<file path="config.mk">
export PLATFORM = sky130hd
export DESIGN_NAME = gpib_command_input_parser
export DESIGN_NICKNAME = d
export VERILOG_FILES = /design/src/gpib_parser_pkg.sv /design/src/gpib_command_input_parser.sv /design/src/gpib_skid_buffer.sv
export VERILOG_INCLUDE_DIRS = /design/src
export SDC_FILE = /design/constraint.sdc
export NUM_CORES = 1
export LEC_CHECK = 0
export BUFFER_PORTS_ARGS = -buffer_cell sky130_fd_sc_hd__clkbuf_2
export CAP_MARGIN = 10
export CORE_MARGIN = 3
export CORE_UTILIZATION = 60
export CTS_CLUSTER_SIZE = 10
export DETAILED_ROUTE_END_ITERATION = 8
export PLACE_DENSITY = 0.86
export SYNTH_ARGS = -nofsm -noshare
export SYNTH_HDL_FRONTEND = slang
export SYNTH_SLANG_ARGS = --single-unit
</file>
<file path="constraint.sdc">
create_clock -name core_clk -period 9.7 [get_ports core_clk]
set_input_delay 0.485 -clock core_clk [delete_from_list [all_inputs] [get_ports core_clk]]
set_output_delay 0.485 -clock core_clk [all_outputs]
set_load 0.01 [all_outputs]
</file>
<file path="src/gpib_parser_defines.svh">
// Constants of the remote command input parser: buffer sizes, character codes,
// command variant limits, error codes and status byte bit positions.
// Assumes ASCII bytes from the bus and a single 200 MHz core clock.
`ifndef GPIB_PARSER_DEFINES_SVH
`define GPIB_PARSER_DEFINES_SVH

// Input buffer geometry
`define IBUF_DEPTH 6'h1F
`define IBUF_LAST 5'h1E
// Skid buffer word: {get, eoi, data}
`define SKID_W 10
`define SKID_GET 9
`define SKID_EOI 8

// Tokens stored in place of terminators
`define TOK_TERM 8'h0A
`define TOK_GET 8'h01

// Character codes
`define CH_CR 8'h0D
`define CH_LF 8'h0A
`define CH_SP 8'h20
`define CH_COMMA 8'h2C
`define CH_DEL 8'h7F
`define CH_LO_A 8'h61
`define CH_LO_Z 8'h7A
`define CASE_BIT 8'h20
`define CH_A 8'h41
`define CH_Z 8'h5A
`define CH_0 8'h30
`define CH_9 8'h39
`define CH_N 8'h4E
`define CH_E 8'h45
`define CH_DOT 8'h2E
`define CH_PLUS 8'h2B
`define CH_MINUS 8'h2D
`define CH_QUERY 8'h3F
`define CH_STAR 8'h2A
`define CH_G 8'h47
`define CH_T 8'h54
`define CH_X 8'h58
`define CH_R 8'h52
`define CH_F 8'h46
`define CH_Z_CMD 8'h5A

// Command letters B C D F G P R S T W X Y Z as a mask over A..Z
`define CMD_LETTER_MASK 26'h3CE806E

// Highest legal variant digit per command letter
`define MAXV_G 4'h8
`define MAXV_T 4'h4
`define MAXV_R 4'h8
`define MAXV_F 4'h6
`define MAXV_X 4'h0
`define MAXV_Z 4'h0
`define MAXV_DEF 4'h9

// Error codes and output buffer sources
`define ERR_SYNTAX 8'h47
`define ERR_ILLEGAL 8'h33
`define SRC_ERR 8'h45
`define SRC_CONT 8'h43
`define SRC_GET 8'h01

// Serial poll status byte bits
`define SPB_AVAIL 5
`define SPB_ERR 6

`endif

</file>
<file path="src/gpib_parser_pkg.sv">
// State types of the command input parser and its skid buffer.
// Assumes gpib_parser_defines.svh is on the include path.
`include "gpib_parser_defines.svh"

package gpib_parser_pkg;

  typedef struct packed {
    logic [1:0][`SKID_W-1:0] word;
    logic [1:0] fill;
    logic in_ready;
  } skid_state_s;

  typedef struct packed {
    logic [30:0][7:0] mem;
    logic [4:0] rd_ptr;
    logic [4:0] wr_ptr;
    logic [5:0] cnt;
    logic [5:0] term_cnt;
    logic last_term;
    logic eoi_pend;
    logic expect_digit;
    logic [7:0] letter;
    logic pend_load;
    logic [7:0] pend_src;
    logic pend_err;
    logic cont_mode;
    logic data_avail;
    logic any_error;
    logic [7:0] status_byte;
    logic out_load;
    logic [7:0] out_src;
    logic cmd_valid;
    logic [7:0] cmd_letter;
    logic [3:0] cmd_digit;
    logic num_valid;
    logic [7:0] num_char;
    logic err_valid;
    logic [7:0] err_code;
  } parse_state_s;

endpackage

</file>
<file path="src/gpib_command_input_parser.sv">
// Remote command input path: filters bus characters into a 31-place buffer,
// executes terminated strings in order and keeps the output buffer status.
// Assumes a bus controller front end that delivers bytes with valid/ready,
// reports EOI and GET with a byte word, and pulses DCL/SDC on bus_dcl.
// What this block does
// - Hold incoming command characters in a 31-place continuous buffer.
// - No execution or syntax check before a terminator or a full buffer.
// - CR, LF, GET and EOI are the only terminators; each runs its string.
// - Execute commands in arrival order, freeing space per character.
// - Full buffer stalls the bus until one executed character frees a place.
// - Upper and lower case letters are equivalent.
// - Drop spaces, commas and control codes other than CR and LF.
// - A run of CR, LF and EOI terminators stores a single terminator; every GET is stored.
// - Numbers may be integer, real or real with exponent.
// - Command letters need exactly one variant digit.
// - N, E, point, plus, minus and digits build a number.
// - Error characters and letters raise error 71 and the annunciator.
// - Illegal command loads an error, is skipped, changes nothing.
// - Output buffer clears once read; continuous mode refills it.
// - One output buffer; the last output command of a string wins.
// - Data available drops on read done or a new terminator.
// - Query commands, single trigger, continuous trigger and GET load output.
// - Finish the buffered string before loading output; then set available.
// - Data available is status bit 5, any error is bit 6.
// - DCL or SDC empties the whole input buffer at once.
`timescale 1ns/100ps

`include "gpib_parser_defines.svh"

module gpib_command_input_parser
  import gpib_parser_pkg::*;
(
  // Clock and reset
  input wire logic core_clk,
  input wire logic nrst,
  // Bus data bytes from the listener
  input wire logic [7:0] bus_data,
  input wire logic bus_valid,
  input wire logic bus_eoi,
  input wire logic bus_get,
  output logic bus_ready,
  // Device clear from the bus
  input wire logic bus_dcl,
  // Output buffer events
  input wire logic out_read_done,
  input wire logic talk_busy,
  input wire logic reading_ready,
  // Decoded commands
  output logic cmd_valid,
  output logic [7:0] cmd_letter,
  output logic [3:0] cmd_digit,
  output logic num_valid,
  output logic [7:0] num_char,
  output logic err_valid,
  output logic [7:0] err_code,
  // Output buffer and status
  output logic out_load,
  output logic [7:0] out_src,
  output logic data_avail,
  output logic any_error,
  output logic cont_mode,
  output logic [7:0] status_byte
);

  parse_state_s st_ff;
  parse_state_s nxt_st;
  logic [`SKID_W-1:0] sk_data;
  logic sk_valid;
  logic sink_ready;
  logic [7:0] wch;
  logic [7:0] c;
  logic push;
  logic [7:0] pdata;
  logic term_push;
  logic pop;
  logic term_pop;
  logic exec_go;
  logic load_now;
  logic err_hit;
  logic [7:0] err_c;

  // Characters that never reach the buffer
  function automatic logic is_ignored(input logic [7:0] ch);
    return (ch == `CH_SP) || (ch == `CH_COMMA) || (ch == `CH_DEL)
      || ((ch < `CH_SP) && (ch != `CH_CR) && (ch != `CH_LF));
  endfunction

  function automatic logic is_cmd_letter(input logic [7:0] ch);
    logic [25:0] mask;
    mask = `CMD_LETTER_MASK;
    return (ch >= `CH_A) && (ch <= `CH_Z) && mask[5'(ch - `CH_A)];
  endfunction

  function automatic logic [3:0] max_variant(input logic [7:0] ch);
    logic [3:0] m;
    m = `MAXV_DEF;
    if (ch == `CH_G) m = `MAXV_G;
    if (ch == `CH_T) m = `MAXV_T;
    if (ch == `CH_R) m = `MAXV_R;
    if (ch == `CH_F) m = `MAXV_F;
    if (ch == `CH_X) m = `MAXV_X;
    if (ch == `CH_Z_CMD) m = `MAXV_Z;
    return m;
  endfunction

  // Skid buffer keeps words that arrive while the filter stalls
  gpib_skid_buffer u_skid (
    .core_clk(core_clk),
    .nrst(nrst),
    .flush(bus_dcl),
    .in_data({bus_get, bus_eoi, bus_data}),
    .in_valid(bus_valid),
    .in_ready(bus_ready),
    .out_data(sk_data),
    .out_valid(sk_valid),
    .out_ready(sink_ready)
  );

  // Filter, buffer and executor
  always_comb
  begin
    nxt_st = st_ff;
    nxt_st.out_load = 1'b0;
    nxt_st.cmd_valid = 1'b0;
    nxt_st.num_valid = 1'b0;
    nxt_st.err_valid = 1'b0;
    push = 1'b0;
    pdata = 8'h00;
    term_push = 1'b0;
    pop = 1'b0;
    term_pop = 1'b0;
    load_now = 1'b0;
    err_hit = 1'b0;
    err_c = `ERR_SYNTAX;
    wch = sk_data[7:0];
    // Stop taking words while full; bus ready falls once the skid fills
    sink_ready = !st_ff.eoi_pend && (st_ff.cnt != `IBUF_DEPTH);
    if (st_ff.eoi_pend && (st_ff.cnt != `IBUF_DEPTH))
    begin
      push = 1'b1; // EOI terminator stored after its data byte
      pdata = `TOK_TERM;
      term_push = 1'b1;
      nxt_st.eoi_pend = 1'b0;
      nxt_st.last_term = 1'b1;
    end
    else if (sk_valid && sink_ready)
    begin
      if (sk_data[`SKID_GET])
      begin
        push = 1'b1; // GET ends the string and triggers
        pdata = `TOK_GET;
        term_push = 1'b1;
        nxt_st.last_term = 1'b1;
      end
      else if ((wch == `CH_CR) || (wch == `CH_LF) || (sk_data[`SKID_EOI] && is_ignored(wch)))
      begin
        if (!st_ff.last_term)
        begin
          push = 1'b1; // only the first of a run is stored
          pdata = `TOK_TERM;
          term_push = 1'b1;
        end
        nxt_st.last_term = 1'b1;
      end
      else if (!is_ignored(wch))
      begin
        push = 1'b1;
        pdata = ((wch >= `CH_LO_A) && (wch <= `CH_LO_Z)) ? (wch - `CASE_BIT) : wch;
        nxt_st.last_term = 1'b0;
        nxt_st.eoi_pend = sk_data[`SKID_EOI];
      end
    end
    if (push)
    begin
      nxt_st.mem[st_ff.wr_ptr] = pdata;
      nxt_st.wr_ptr = (st_ff.wr_ptr == `IBUF_LAST) ? 5'h00 : 5'(st_ff.wr_ptr + 5'h01);
    end
    // Run only on a stored terminator or a full buffer
    exec_go = (st_ff.cnt != 6'h00) && ((st_ff.term_cnt != 6'h00) || (st_ff.cnt == `IBUF_DEPTH));
    c = st_ff.mem[st_ff.rd_ptr];
    if (exec_go)
    begin
      pop = 1'b1; // one character per cycle, oldest first
      nxt_st.rd_ptr = (st_ff.rd_ptr == `IBUF_LAST) ? 5'h00 : 5'(st_ff.rd_ptr + 5'h01);
      if ((c == `TOK_TERM) || (c == `TOK_GET))
      begin
        term_pop = 1'b1;
        err_hit = st_ff.expect_digit; // letter without its digit
        nxt_st.expect_digit = 1'b0;
        load_now = st_ff.pend_load || st_ff.pend_err || err_hit || (c == `TOK_GET);
        nxt_st.out_src = st_ff.pend_src; // last output command wins
        if (c == `TOK_GET)
          nxt_st.out_src = `SRC_GET;
        if (st_ff.pend_err || err_hit)
          nxt_st.out_src = `SRC_ERR;
        nxt_st.pend_load = 1'b0;
        nxt_st.pend_err = 1'b0;
      end
      else if (st_ff.expect_digit)
      begin
        nxt_st.expect_digit = 1'b0;
        if ((c < `CH_0) || (c > `CH_9))
        begin
          err_hit = 1'b1;
        end
        else if (c[3:0] > max_variant(st_ff.letter))
        begin
          err_hit = 1'b1; // skipped with no effect on configuration
          err_c = `ERR_ILLEGAL;
        end
        else
        begin
          nxt_st.cmd_valid = 1'b1;
          nxt_st.cmd_letter = st_ff.letter;
          nxt_st.cmd_digit = c[3:0];
          if (st_ff.letter == `CH_T)
            nxt_st.cont_mode = (c == `CH_0);
          if ((st_ff.letter == `CH_G) || ((st_ff.letter == `CH_T) && (c == `CH_0)))
          begin
            nxt_st.pend_load = 1'b1; // query and continuous trigger load
            nxt_st.pend_src = st_ff.letter;
          end
          if (st_ff.letter == `CH_X)
            nxt_st.any_error = 1'b0;
        end
      end
      else if (is_cmd_letter(c))
      begin
        nxt_st.expect_digit = 1'b1;
        nxt_st.letter = c;
      end
      else if (((c >= `CH_0) && (c <= `CH_9)) || (c == `CH_N) || (c == `CH_E)
        || (c == `CH_DOT) || (c == `CH_PLUS) || (c == `CH_MINUS))
      begin
        nxt_st.num_valid = 1'b1; // NR1, NR2 and NR3 characters pass on
        nxt_st.num_char = c;
      end
      else if (c == `CH_QUERY)
      begin
        nxt_st.cmd_valid = 1'b1;
        nxt_st.cmd_letter = c;
        nxt_st.cmd_digit = 4'h0;
        nxt_st.pend_load = 1'b1; // single trigger loads output
        nxt_st.pend_src = c;
      end
      else if (c == `CH_STAR)
      begin
        nxt_st.cmd_valid = 1'b1;
        nxt_st.cmd_letter = c;
        nxt_st.cmd_digit = 4'h0;
        nxt_st.cont_mode = 1'b1;
        nxt_st.any_error = 1'b0;
      end
      else
      begin
        err_hit = 1'b1;
      end
    end
    // Errors light the annunciator and queue an error message
    if (err_hit)
    begin
      nxt_st.err_valid = 1'b1;
      nxt_st.err_code = err_c;
      nxt_st.any_error = 1'b1;
      nxt_st.pend_err = !term_pop;
    end
    nxt_st.cnt = 6'(st_ff.cnt + 6'(push) - 6'(pop));
    nxt_st.term_cnt = 6'(st_ff.term_cnt + 6'(term_push) - 6'(term_pop));
    // Device clear empties the input buffer at once
    if (bus_dcl)
    begin
      nxt_st.rd_ptr = 5'h00;
      nxt_st.wr_ptr = 5'h00;
      nxt_st.cnt = 6'h00;
      nxt_st.term_cnt = 6'h00;
      nxt_st.eoi_pend = 1'b0;
      nxt_st.last_term = 1'b0;
      nxt_st.expect_digit = 1'b0;
      nxt_st.pend_load = 1'b0;
      nxt_st.pend_err = 1'b0;
      load_now = 1'b0;
    end
    // Output buffer status: clears first, loads win in the same cycle
    if (out_read_done || term_push)
      nxt_st.data_avail = 1'b0;
    if (load_now)
    begin
      nxt_st.data_avail = 1'b1;
      nxt_st.out_load = 1'b1;
    end
    else if (reading_ready && st_ff.cont_mode && !talk_busy)
    begin
      nxt_st.data_avail = 1'b1; // continuous readings refill
      nxt_st.out_load = 1'b1;
      nxt_st.out_src = `SRC_CONT;
    end
    nxt_st.status_byte = 8'h00;
    nxt_st.status_byte[`SPB_AVAIL] = nxt_st.data_avail;
    nxt_st.status_byte[`SPB_ERR] = nxt_st.any_error;
  end

  // State register; continuous trigger is the power-up mode
  always_ff @(posedge core_clk or negedge nrst)
  begin
    if (!nrst)
    begin
      st_ff <= '0;
      st_ff.cont_mode <= 1'b1;
    end
    else
    begin
      st_ff <= nxt_st;
    end
  end

  // Outputs straight from the state register
  assign cmd_valid = st_ff.cmd_valid;
  assign cmd_letter = st_ff.cmd_letter;
  assign cmd_digit = st_ff.cmd_digit;
  assign num_valid = st_ff.num_valid;
  assign num_char = st_ff.num_char;
  assign err_valid = st_ff.err_valid;
  assign err_code = st_ff.err_code;
  assign out_load = st_ff.out_load;
  assign out_src = st_ff.out_src;
  assign data_avail = st_ff.data_avail;
  assign any_error = st_ff.any_error;
  assign cont_mode = st_ff.cont_mode;
  assign status_byte = st_ff.status_byte;
endmodule

</file>
<file path="src/gpib_skid_buffer.sv">
// Two-entry buffer between the bus byte port and the character filter.
// Assumes the sink may stall at any time; a flush empties both entries.
`timescale 1ns/100ps

`include "gpib_parser_defines.svh"

module gpib_skid_buffer
  import gpib_parser_pkg::*;
(
  // Clock and reset
  input wire logic core_clk,
  input wire logic nrst,
  input wire logic flush,
  // Filling side
  input wire logic [`SKID_W-1:0] in_data,
  input wire logic in_valid,
  output logic in_ready,
  // Draining side
  output logic [`SKID_W-1:0] out_data,
  output logic out_valid,
  input wire logic out_ready
);

  skid_state_s st_ff;
  skid_state_s nxt_st;
  logic push;
  logic pop;

  // Entry 0 is always the oldest word
  always_comb
  begin
    nxt_st = st_ff;
    push = in_valid && st_ff.in_ready;
    pop = out_ready && (st_ff.fill != 2'h0);
    if (pop)
    begin
      nxt_st.word[0] = st_ff.word[1];
    end
    if (push)
    begin
      nxt_st.word[2'(st_ff.fill) - 2'(pop)] = in_data;
    end
    nxt_st.fill = 2'(st_ff.fill + 2'(push) - 2'(pop));
    if (flush)
    begin
      nxt_st.fill = 2'h0;
    end
    // Ready is registered, so it only promises room for one more word
    nxt_st.in_ready = (nxt_st.fill != 2'h2);
  end

  // State register
  always_ff @(posedge core_clk or negedge nrst)
  begin
    if (!nrst)
    begin
      st_ff <= '0;
    end
    else
    begin
      st_ff <= nxt_st;
    end
  end

  assign in_ready = st_ff.in_ready;
  assign out_valid = (st_ff.fill != 2'h0);
  assign out_data = st_ff.word[0];

endmodule

</file>
==> reports/results.tsv, run 1 <==
metric	value	unit
Crit Path Class	register to register	
# placed instances	1788	
first-pass GRT wire length	66300	um
# DRC	0	
most frequent cells in the layout	dfrtp_1 (349), mux2_2 (266), nand2_1 (114)	
CP Cell Sequence	buf_4, mux4_2, mux2i_1, a2111oi_0, a31oi_1, inv_2, a21o_1, nor2_1, nand2_1, inv_1, ha_1, inv_1, ha_1, fa_1, a21oi_1, nor2_1, nor2_1, xor2_1, nor2_1	
PnR worst setup slack	3.91	ns
RSZ-0062 raised after global routing	false	
post-DP HPWL	26700	um
Leakage	0.00913	uW
Die Area	0.0317	mm^2
setup TNS	0	ns
final setup violation count	0	
critical path endpoint category	register	
IO Pins	69	
Critical Path Start Type	register	
DR pass1 iterations	7	
number of setup buffers added after CTS	0	
Avg Cell Area, Syn	12.3	um^2
pwr dens	266	mW/mm^2
GRT overflow	0	
largest net degree at the start of global routing	126	
Antenna Cells	0	
total CTS buffers	42	
FILL cells	2021	
Final Critical Period	5.79	ns
Hold Buf Count CTS	0	
Final #Nets	1507	
gr usage total	0.266	
initial antenna violation count	0	
Tcrit/Tclk final	0.597	
Die Wd	178	um
CP bufs+invs	4	
Placeable Area	0.0289	mm^2
Via density	6.41	
wire per inst	22.4	um
flops & latches, synth	352	
Total Routed Length	41300	um
CP peak stage delay	1.00	ns
worst-path maximum fanout	53	
vias in the first global route	12380	
upper clock frequency limit	0.173	GHz
layout cells sized above 1	0.319	
CP arrival	6.16	ns
Peak VDD IR	0.190	mV
cell repeated most along the worst path	nor2_1	
pre-CTS setup slack	4.08	ns
DRT antenna net count	0	
CTS max path bufs	3	
Hold WC Path Type	primary input to async pin	
Sink Count	352	
Rows	62	
sequential area share after synthesis	0.496	
Buffers on Ports	60	
DR vias	11809	
Max Cap Violations	0	
Cells after Synth	1446	
Relative slew margins	0.255	
latest clock arrival within the worst-skew pair	0.53	ns
Top Family by Delay on Critical Path	compound AO/OA/AOI/OAI gates	
CTS tree	done	
Final Hold Fails	0	
H-Tree Depth	2	
final max-slew violation count	0	
GPL Wtd Cong	0.960	
Most used DFF post-synth	dfrtp_1	
Root Buffer Master	clkbuf_16	
P&R area growth vs syn	7.47	%
most common cell after layout, fill and taps aside	dfrtp_1	
Worst path slowest cell	a2111oi_0	
Post-Syn Area	0.0177	mm^2
Netlist cell types	84	
fraction of registers with async set/reset	1.00	
Post-synth EDFFs	0	
end-of-flow core utilization	0.659	
Syn. warnings	0	
Initial DRC Count	981	
worst-margin pin slew	1.09	ns
status	finished clean	
initial core utilization	0.613	
Die Ht	178	um
Worst Clk Skew	0.0131	ns
Resize count post-CTS	0	
Reg clk slew, reported paths	0.06	ns
Critical Path RT	10.07	ns
fin cells	1842	
[through the flow]
stage | total power (uW) | area, um^2 | hold WS [ns]
2_1_floorplan | 3220 | 17800 | 0.189
3_3_place_gp | 3560 | 17900 | 0.450
3_5_place_dp | 3660 | 17900 | 0.455
4_1_cts | 5060 | 19100 | 0.0978
5_1_grt | 5350 | 19100 | 0.125
6_report | 5070 | 19100 | 0.0655
[kinds of logic after synthesis]
family,Yosys count,synth area share
fa+ha+maj,41,0.0298
other cells,1,0.000211
compound gates,186,0.0711
mux,349,0.249
simple gates,330,0.0905
xor+xnor,15,0.00783
flops,352,0.496
buf+inv,172,0.0554
[flip-flops by register name, indices dropped and copies added, names as in the netlist]
signal	cells
st_ff	291
u_skid.st_ff	12
u_skid.out_data	10
cmd_letter	8
num_char	8
out_src	8
cmd_digit	4
err_code	3
status_byte	2
cmd_valid	1
cont_mode	1
err_valid	1
num_valid	1
out_load	1
u_skid.in_ready	1
[per-layer routing]
| layer | global-route usage | up-vias | wire length [um] | share of wire |
|---|---|---|---|---|
| met5 | 0 | - | 0 | 0 |
| met4 | 0.110 | 0 | 1690 | 0.041 |
| met3 | 0.0434 | 113 | 2730 | 0.066 |
| met2 | 0.448 | 477 | 20400 | 0.50 |
| met1 | 0.343 | 6077 | 16400 | 0.40 |
| li1 | - | 5142 | - | - |
[final timing paths]
kind	from	to	slack, ns	depth (start not counted)
worst min register to register	st_ff[54]	st_ff[54]	0.47	1
max in group asynchronous	nrst	st_ff[154]	7.17	3
worst min-delay path	nrst	st_ff[81]	0.07	1
worst max register to register	st_ff[89]	st_ff[76]	3.91	19
min in group core_clk	bus_data[2]	u_skid.st_ff[15]	0.21	2
worst max-delay path	st_ff[89]	st_ff[76]	3.91	19
[area by class of cell]
cell class / count / area, um^2 / share of cell area
Clock inverter: 2 / 17.5 / 0.000918
Multi-Input combinational cell: 929 / 8010 / 0.420
Timing Repair Buffer: 75 / 430 / 0.0226
Inverter: 49 / 184 / 0.00964
Sequential cell: 352 / 8820 / 0.462
Tap cell: 384 / 480 / 0.0252
Clock buffer: 51 / 1140 / 0.0596
[synthesized netlist by cell type (16+ instances only)]
library cell	instances	area share
o21ai_0	26	0.0073
a21oi_1	45	0.013
nor3_1	23	0.0065
inv_1	43	0.0091
dfrtp_1	351	0.49
nand3_1	26	0.0073
a31oi_1	18	0.0063
mux4_2	38	0.048
nand2_1	114	0.024
nor2_1	67	0.014
buf_4	49	0.021
mux2_2	266	0.17
clkbuf_1	50	0.011
nor2b_1	16	0.0056
mux2i_1	30	0.017
ha_1	39	0.027
[power by group]
part	internal [uW]	switching, uW
clock network	812	565
logic	709	1160
registers	1650	176
[worst register-to-register path, delay by kind of cell, from the launching register on]
| kind | cells | cell delay, ns |
|---|---|---|
| compound gates | 4 | 1.60 |
| buf+inv | 4 | 1.23 |
| fa+ha+maj | 3 | 0.97 |
| mux | 2 | 0.58 |
| simple gates | 5 | 0.57 |
| flops | 1 | 0.53 |
| xor+xnor | 1 | 0.15 |
No activity file was read; power rests on OpenSTA's default activity.
==> inputs of run 2 (changes only) <==
--- a/config.mk
+++ b/config.mk
@@ -6,13 +6,14 @@
 export SDC_FILE = /design/constraint.sdc
 export NUM_CORES = 1
 export LEC_CHECK = 0
+export ABC_AREA = 1
 export BUFFER_PORTS_ARGS = -buffer_cell sky130_fd_sc_hd__clkbuf_2
 export CAP_MARGIN = 10
 export CORE_MARGIN = 3
-export CORE_UTILIZATION = 60
+export CORE_UTILIZATION = 56
 export CTS_CLUSTER_SIZE = 10
 export DETAILED_ROUTE_END_ITERATION = 8
-export PLACE_DENSITY = 0.86
+export PLACE_DENSITY = 0.84
 export SYNTH_ARGS = -nofsm -noshare
 export SYNTH_HDL_FRONTEND = slang
 export SYNTH_SLANG_ARGS = --single-unit
==> constraint.sdc (replaced) <==
create_clock -name core_clk -period 5.2 [get_ports core_clk]
set_input_delay 0.26 -clock core_clk [delete_from_list [all_inputs] [get_ports core_clk]]
set_output_delay 0.26 -clock core_clk [all_outputs]
set_load 0.01 [all_outputs]
==> run 2 against run 1 <==
- worst setup slack got worse by 3.3 ns
- design area increased by 3.0%
- core utilization decreased by 4.3 points
- first-iteration DRC count increased by 66%
- critical path type unchanged
- critical endpoint is now st_ff[77]
- largest power group unchanged
==> reports/results.tsv, run 2 <==
metric	value	unit	change
status	finished clean		unchanged
Hold WC Path Type	primary input to register		was primary input to async pin
final setup violation count	0		unchanged
Die Ht	187	um	was 178 um
worst-margin pin slew	0.965	ns	was 1.09 ns
most frequent cells in the layout	nand2_1 (674), dfrtp_1 (349), o21ai_0 (331)		was dfrtp_1 (349), mux2_2 (266), nand2_1 (114)
# DRC	0		unchanged
total CTS buffers	42		unchanged
top cell type's share of synthesized area	0.480		was 0.495
sequential area share after synthesis	0.481		was 0.496
Hold Path Depth	3		
final instance area	0.0196	mm^2	was 0.0191 mm^2
CTS tree	done		unchanged
most common cell after layout, fill and taps aside	nand2_1		was dfrtp_1
reg-to-reg startpoint	st_ff[92]		was st_ff[89]
Tcrit/Tclk final	0.874		was 0.597
CP peak stage delay	0.58	ns	was 1.00 ns
H-Tree Depth	2		unchanged
GRT overflow	0		unchanged
R2R setup slack	0.66	ns	was 3.91 ns
Placeable Area	0.0319	mm^2	was 0.0289 mm^2
grt met3 use	0.0423		was 0.0434
CTS max path bufs	3		unchanged
top post-synthesis cells by area	dfrtp_1 (48%), nand2_1 (14%), o21ai_0 (9.1%)		was dfrtp_1 (49%), mux2_2 (17%), mux4_2 (4.8%)
Total Routed Length	45700	um	was 41300 um
critical path endpoint category	register		unchanged
max reg flops	291		unchanged
Root Buffer Master	clkbuf_16		unchanged
setup TNS	0	ns	unchanged
Final Hold Fails	0		unchanged
Synth area leader	dfrtp_1		unchanged
met2 Usage GRT	0.424		was 0.448
CP bufs+invs	5		was 4
Leakage	0.00950	uW	was 0.00913 uW
gr usage total	0.259		was 0.266
worst-path maximum fanout	18		was 53
pwr dens	536	mW/mm^2	was 266 mW/mm^2
Cell Area, Placed	0.0184	mm^2	was 0.0179 mm^2
P&R area growth vs syn	7.33	%	was 7.47%
# placed instances	2722		was 1788
Critical Path Start Type	register		unchanged
Relative slew margins	0.356		was 0.255
Max Cap Violations	0		unchanged
Reg2Reg Depth	25		was 19
DRT antenna net count	0		unchanged
Buffers on Ports	60		unchanged
met1 Use GR	0.348		was 0.343
Min-Delay Startpoint	bus_data[4]		
Via density	5.62		was 6.41
Rows	65		was 62
Avg Cell Area, Syn	7.75	um^2	was 12.3 um^2
Reg clk slew, reported paths	0.05	ns	was 0.06 ns
largest net degree at the start of global routing	138		was 126
vias in the first global route	14994		was 12380
Die Wd	187	um	was 178 um
RSZ-0062 raised after global routing	false		unchanged
most used routing layer	met2		unchanged
Resize count post-CTS	0		unchanged
Min Hold Slack	0.0224	ns	was 0.0655 ns
Worst path slowest cell	nor2_1		was a2111oi_0
Sink Count	352		unchanged
Initial DRC Count	1627		was 981
fin cells	2794		was 1842
initial core utilization	0.574		was 0.613
Post-synth EDFFs	0		unchanged
upper clock frequency limit	0.220	GHz	was 0.173 GHz
Antenna Cells	0		unchanged
Syn. warnings	0		unchanged
flops & latches, synth	352		unchanged
DR vias	15689		was 11809
first-pass GRT wire length	75300	um	was 66300 um
Netlist cell types	52		was 84
layout cells sized above 1	0.0899		was 0.319
DR pass1 iterations	6		was 7
cell repeated most along the worst path	nor2_1		unchanged
CP arrival	4.99	ns	was 6.16 ns
Critical Path RT	5.65	ns	was 10.07 ns
synth cell count leaders	nand2_1 (674), dfrtp_1 (351), o21ai_0 (331)		was dfrtp_1 (351), mux2_2 (266), nand2_1 (114)
Final Critical Period	4.54	ns	was 5.79 ns
Worst Clk Skew	0.0220	ns	was 0.0131 ns
Peak VDD IR	0.371	mV	was 0.190 mV
final max-slew violation count	0		unchanged
GPL Wtd Cong	0.944		was 0.960
top-count cell post-synth	nand2_1		was dfrtp_1
Top Family by Delay on Critical Path	simple AND/OR/NAND/NOR gates		was compound AO/OA/AOI/OAI gates
IO Pins	69		unchanged
Min-Delay Endpoint	u_skid.out_data[4]		
Die Area	0.0349	mm^2	was 0.0317 mm^2
Most used DFF post-synth	dfrtp_1		unchanged
Crit Path Class	register to register		unchanged
latest clock arrival within the worst-skew pair	0.54	ns	was 0.53 ns
post-DP HPWL	29600	um	was 26700 um
Biggest register	st_ff		unchanged
Post-Syn Area	0.0183	mm^2	was 0.0177 mm^2
reg-to-reg endpoint	st_ff[77]		was st_ff[76]
initial antenna violation count	0		unchanged
Final #Nets	2399		was 1507
Cells after Synth	2362		was 1446
wire per inst	16.4	um	was 22.4 um
fraction of registers with async set/reset	1.00		unchanged
-- run 2: power by group --
group | switching, uW | internal [uW] | total (uW)
Sequential | 266 | 3100 | 3370
Clock | 1070 | 1500 | 2580
Combinational | 3290 | 1290 | 4570
Total | 4630 | 5890 | 10500
-- run 2: metal layers --
layer  part of all wire  vias up
met2               0.47      661
met3              0.075      134
li1                   -     7442
met5                  0        -
met4              0.039        0
met1               0.41     7452
-- run 2: timing repair --
item | CTS | global route
hold buffers | 10 | 0
setup buffers | 0 | 0
hold endpoints to repair | 113 | 0
-- run 2: worst min-delay path, delay by kind of cell --
| family | cells | cell delay (ns) |
|---|---|---|
| AOI/OAI and AO/OA | 1 | 0.09 |
| buffers and inverters | 2 | 0.15 |
-- run 2: layout make-up --
| type | count | area [um^2] |
|---|---|---|
| clock buffer | 58 | 1130 |
| sequential | 352 | 8810 |
| fill | 2706 | 12200 |
| clock inverter | 4 | 42.5 |
| multi-input combinational | 1632 | 7690 |
| tap | 435 | 544 |
| timing repair buffer | 87 | 563 |
| inverter | 226 | 853 |
-- run 2: through the flow --
| stage | power (uW) | worst slack (ns) | utilization |
|---|---|---|---|
| floorplan | 6780 | 1.65 | - |
| global placement | 7730 | 0.979 | 0.576 |
| detailed placement | 7860 | 0.736 | 0.576 |
| CTS | 10500 | 0.732 | 0.616 |
| global route | 11300 | 0.0737 | 0.616 |
| finish | 10500 | 0.656 | 0.616 |
-- run 2: worst max-delay path by stage --
| stage | slack [ns] | cells past startpoint | from | to |
|---|---|---|---|---|
| 6_report | 0.66 | 25 | st_ff[92] | st_ff[77] |
| 3_3_place_gp | 0.98 | 24 | st_ff[92] | st_ff[76] |
| 4_1_cts | 0.73 | 25 | st_ff[92] | st_ff[77] |
| 5_1_grt | 0.07 | 25 | st_ff[92] | st_ff[77] |
| 2_1_floorplan | 1.65 | 27 | st_ff[90] | st_ff[76] |
| 3_5_place_dp | 0.74 | 25 | st_ff[92] | st_ff[77] |
-- run 2: cell families (layout without fill, tap and decap cells) --
kind of cell,Yosys count,after routing,synth area share
compound gates,462,462,0.134
flops,352,352,0.481
simple gates,1114,1114,0.252
fa+ha+maj,41,41,0.0289
other cells,1,8,0.000205
buf+inv,385,375,0.0997
xor+xnor,7,7,0.00335
==> inputs of run 3 (changes only) <==
--- a/config.mk
+++ b/config.mk
@@ -7,7 +7,7 @@
 export NUM_CORES = 1
 export LEC_CHECK = 0
 export ABC_AREA = 1
-export BUFFER_PORTS_ARGS = -buffer_cell sky130_fd_sc_hd__clkbuf_2
+export BUFFER_PORTS_ARGS = -buffer_cell sky130_fd_sc_hd__buf_2
 export CAP_MARGIN = 10
 export CORE_MARGIN = 3
 export CORE_UTILIZATION = 56
==> run 3 against run 2 <==
- final cell count down 0.43%
- worst setup slack gained 0.024 ns
- combinational power grew 1%
- total power hardly changed
- core utilization is 0.26 points lower
- maximum frequency rose by 0.53%
- via count down 1.5%
- sequential share of layout area grew 0.19 points
- clock power is 2% lower
==> reports/results.tsv, run 3 (synthesized netlist as in run 2, its figures left out) <==
metric	value	unit	change
CTS tree	done		unchanged
total CTS buffers	41		was 42
GPL Wtd Cong	0.967		was 0.944
Sw Share	0.442		was 0.440
setup TNS	0	ns	unchanged
Antenna Cells	0		unchanged
CP arrival	4.96	ns	was 4.99 ns
reg-to-reg endpoint	st_ff[76]		was st_ff[77]
Hold WC Path Type	primary input to register		unchanged
final setup violation count	0		unchanged
R2R setup slack	0.68	ns	was 0.66 ns
vias in the first global route	14915		was 14994
PnR worst setup slack	0.680	ns	was 0.656 ns
Rows	65		unchanged
Final #Nets	2392		was 2399
Relative slew margins	0.318		was 0.356
DR pass1 iterations	6		unchanged
most common cell after layout, fill and taps aside	nand2_1		unchanged
Biggest register	st_ff		unchanged
initial core utilization	0.574		unchanged
RSZ-0062 raised after global routing	false		unchanged
Final Critical Period	4.52	ns	was 4.54 ns
Reg clk slew, reported paths	0.06	ns	was 0.05 ns
Die Ht	187	um	unchanged
Hold Buf Count CTS	2		was 10
Root Buffer Master	clkbuf_16		unchanged
Leakage	0.00948	uW	was 0.00950 uW
Die Area	0.0349	mm^2	unchanged
clock power share	0.242		was 0.245
pwr dens	538	mW/mm^2	was 536 mW/mm^2
pre-CTS setup slack	0.840	ns	was 0.736 ns
power share of the sequential group	0.319		was 0.320
Max Cap Violations	0		unchanged
gr usage total	0.261		was 0.259
DR vias	15454		was 15689
worst-margin pin slew	1.02	ns	was 0.965 ns
post-DP HPWL	29700	um	was 29600 um
Min Hold Slack	0.00829	ns	was 0.0224 ns
Final Hold Fails	0		unchanged
P&R area growth vs syn	6.89	%	was 7.33%
layout cells sized above 1	0.0903		was 0.0899
Critical Path Start Type	register		unchanged
largest net degree at the start of global routing	138		unchanged
Worst Clk Skew	0.0219	ns	was 0.0220 ns
Via density	5.55		was 5.62
# DRC	0		unchanged
Crit Path Class	register to register		unchanged
critical path endpoint category	register		unchanged
CTS max path bufs	3		unchanged
IO Pins	69		unchanged
Initial DRC Count	1745		was 1627
H-Tree Depth	2		unchanged
Int Pwr	5880	uW	was 5890 uW
Die Wd	187	um	unchanged
Reg2Reg Depth	24		was 25
first-pass GRT wire length	75900	um	was 75300 um
Sink Count	352		unchanged
Hold Path Depth	3		unchanged
Buffers on Ports	60		unchanged
Logic pwr share	0.439		was 0.435
status	finished clean		unchanged
Min-Delay Startpoint	out_read_done		was bus_data[4]
initial antenna violation count	0		unchanged
Peak VDD IR	0.270	mV	was 0.371 mV
Min-Delay Endpoint	status_byte[5]		was u_skid.out_data[4]
Resize count post-CTS	0		unchanged
reg-to-reg startpoint	st_ff[92]		unchanged
final max-slew violation count	0		unchanged
DRT antenna net count	0		unchanged
max reg flops	291		unchanged
Critical Path RT	5.64	ns	was 5.65 ns
number of setup buffers added after CTS	0		unchanged
P_sw	4650	uW	was 4630 uW
Total Routed Length	45800	um	was 45700 um
worst-path maximum fanout	18		unchanged
latest clock arrival within the worst-skew pair	0.53	ns	was 0.54 ns
Tcrit/Tclk final	0.869		was 0.874
upper clock frequency limit	0.221	GHz	was 0.220 GHz
wire per inst	16.5	um	was 16.4 um
Placeable Area	0.0319	mm^2	unchanged
GRT overflow	0		unchanged
most frequent cells in the layout	nand2_1 (674), dfrtp_1 (349), o21ai_0 (331)		unchanged
[run 3: how the worst max path moves through the flow]
stage / slack, ns / start / endpoint / cells past startpoint
floorplan: 1.65 / st_ff[90] / st_ff[76] / 27
global placement: 0.97 / st_ff[89] / st_ff[76] / 24
detailed placement: 0.84 / st_ff[92] / st_ff[76] / 24
CTS: 0.83 / st_ff[92] / st_ff[76] / 24
global route: 0.32 / st_ff[92] / st_ff[76] / 24
finish: 0.68 / st_ff[92] / st_ff[76] / 24
[run 3: layout make-up]
class,count,area (um^2)
inverter,226,853
clock inverter,3,18.8
fill,2715,12300
timing repair buffer,81,523
multi-input combinational,1632,7690
sequential,352,8810
clock buffer,53,1110
tap,435,544
[run 3: metal layers]
metal  wire length (um)  GRT usage
met2              21500      0.431
met5                  0          0
met3               3170     0.0312
met1              19700      0.361
met4               1390     0.0901
[run 3: critical path, cell delays in order, from the launching register on]
cell and delay (ns):
dfrtp_1 0.39, inv_2 0.17, nor2_1 0.60, inv_1 0.26
a21oi_1 0.19, nor2_1 0.06, nand2_1 0.08, nand2_2 0.18
inv_1 0.21, ha_1 0.29, nand3_1 0.12, nand2_2 0.17
nand2_4 0.09, nor2_8 0.15, ha_1 0.16, inv_1 0.04
ha_1 0.19, fa_1 0.38, nand2_1 0.08, inv_1 0.06
nor2_1 0.09, nor2_1 0.06, nor2_1 0.11, o21ai_0 0.09
a21oi_1 0.20
[run 3: metrics by stage]
step	instance area [um^2]	std cells	util	power (uW)
after floorplan	18300	2369	-	6780
after global placement	18400	2724	0.577	7770
after detailed placement	18400	2724	0.577	7920
after CTS	19600	2782	0.613	10500
after global routing	19600	2782	0.613	11300
final	19600	2782	0.613	10500
[run 3: power by group through the flow]
| stage | sequential [uW] | combinational (uW) | clock (uW) |
|---|---|---|---|
| after floorplan | 3320 | 3460 | 0 |
| after global placement | 3380 | 4390 | 0 |
| after detailed placement | 3390 | 4530 | 0 |
| after CTS | 3350 | 4560 | 2570 |
| after global routing | 3400 | 5160 | 2700 |
| final | 3360 | 4630 | 2540 |
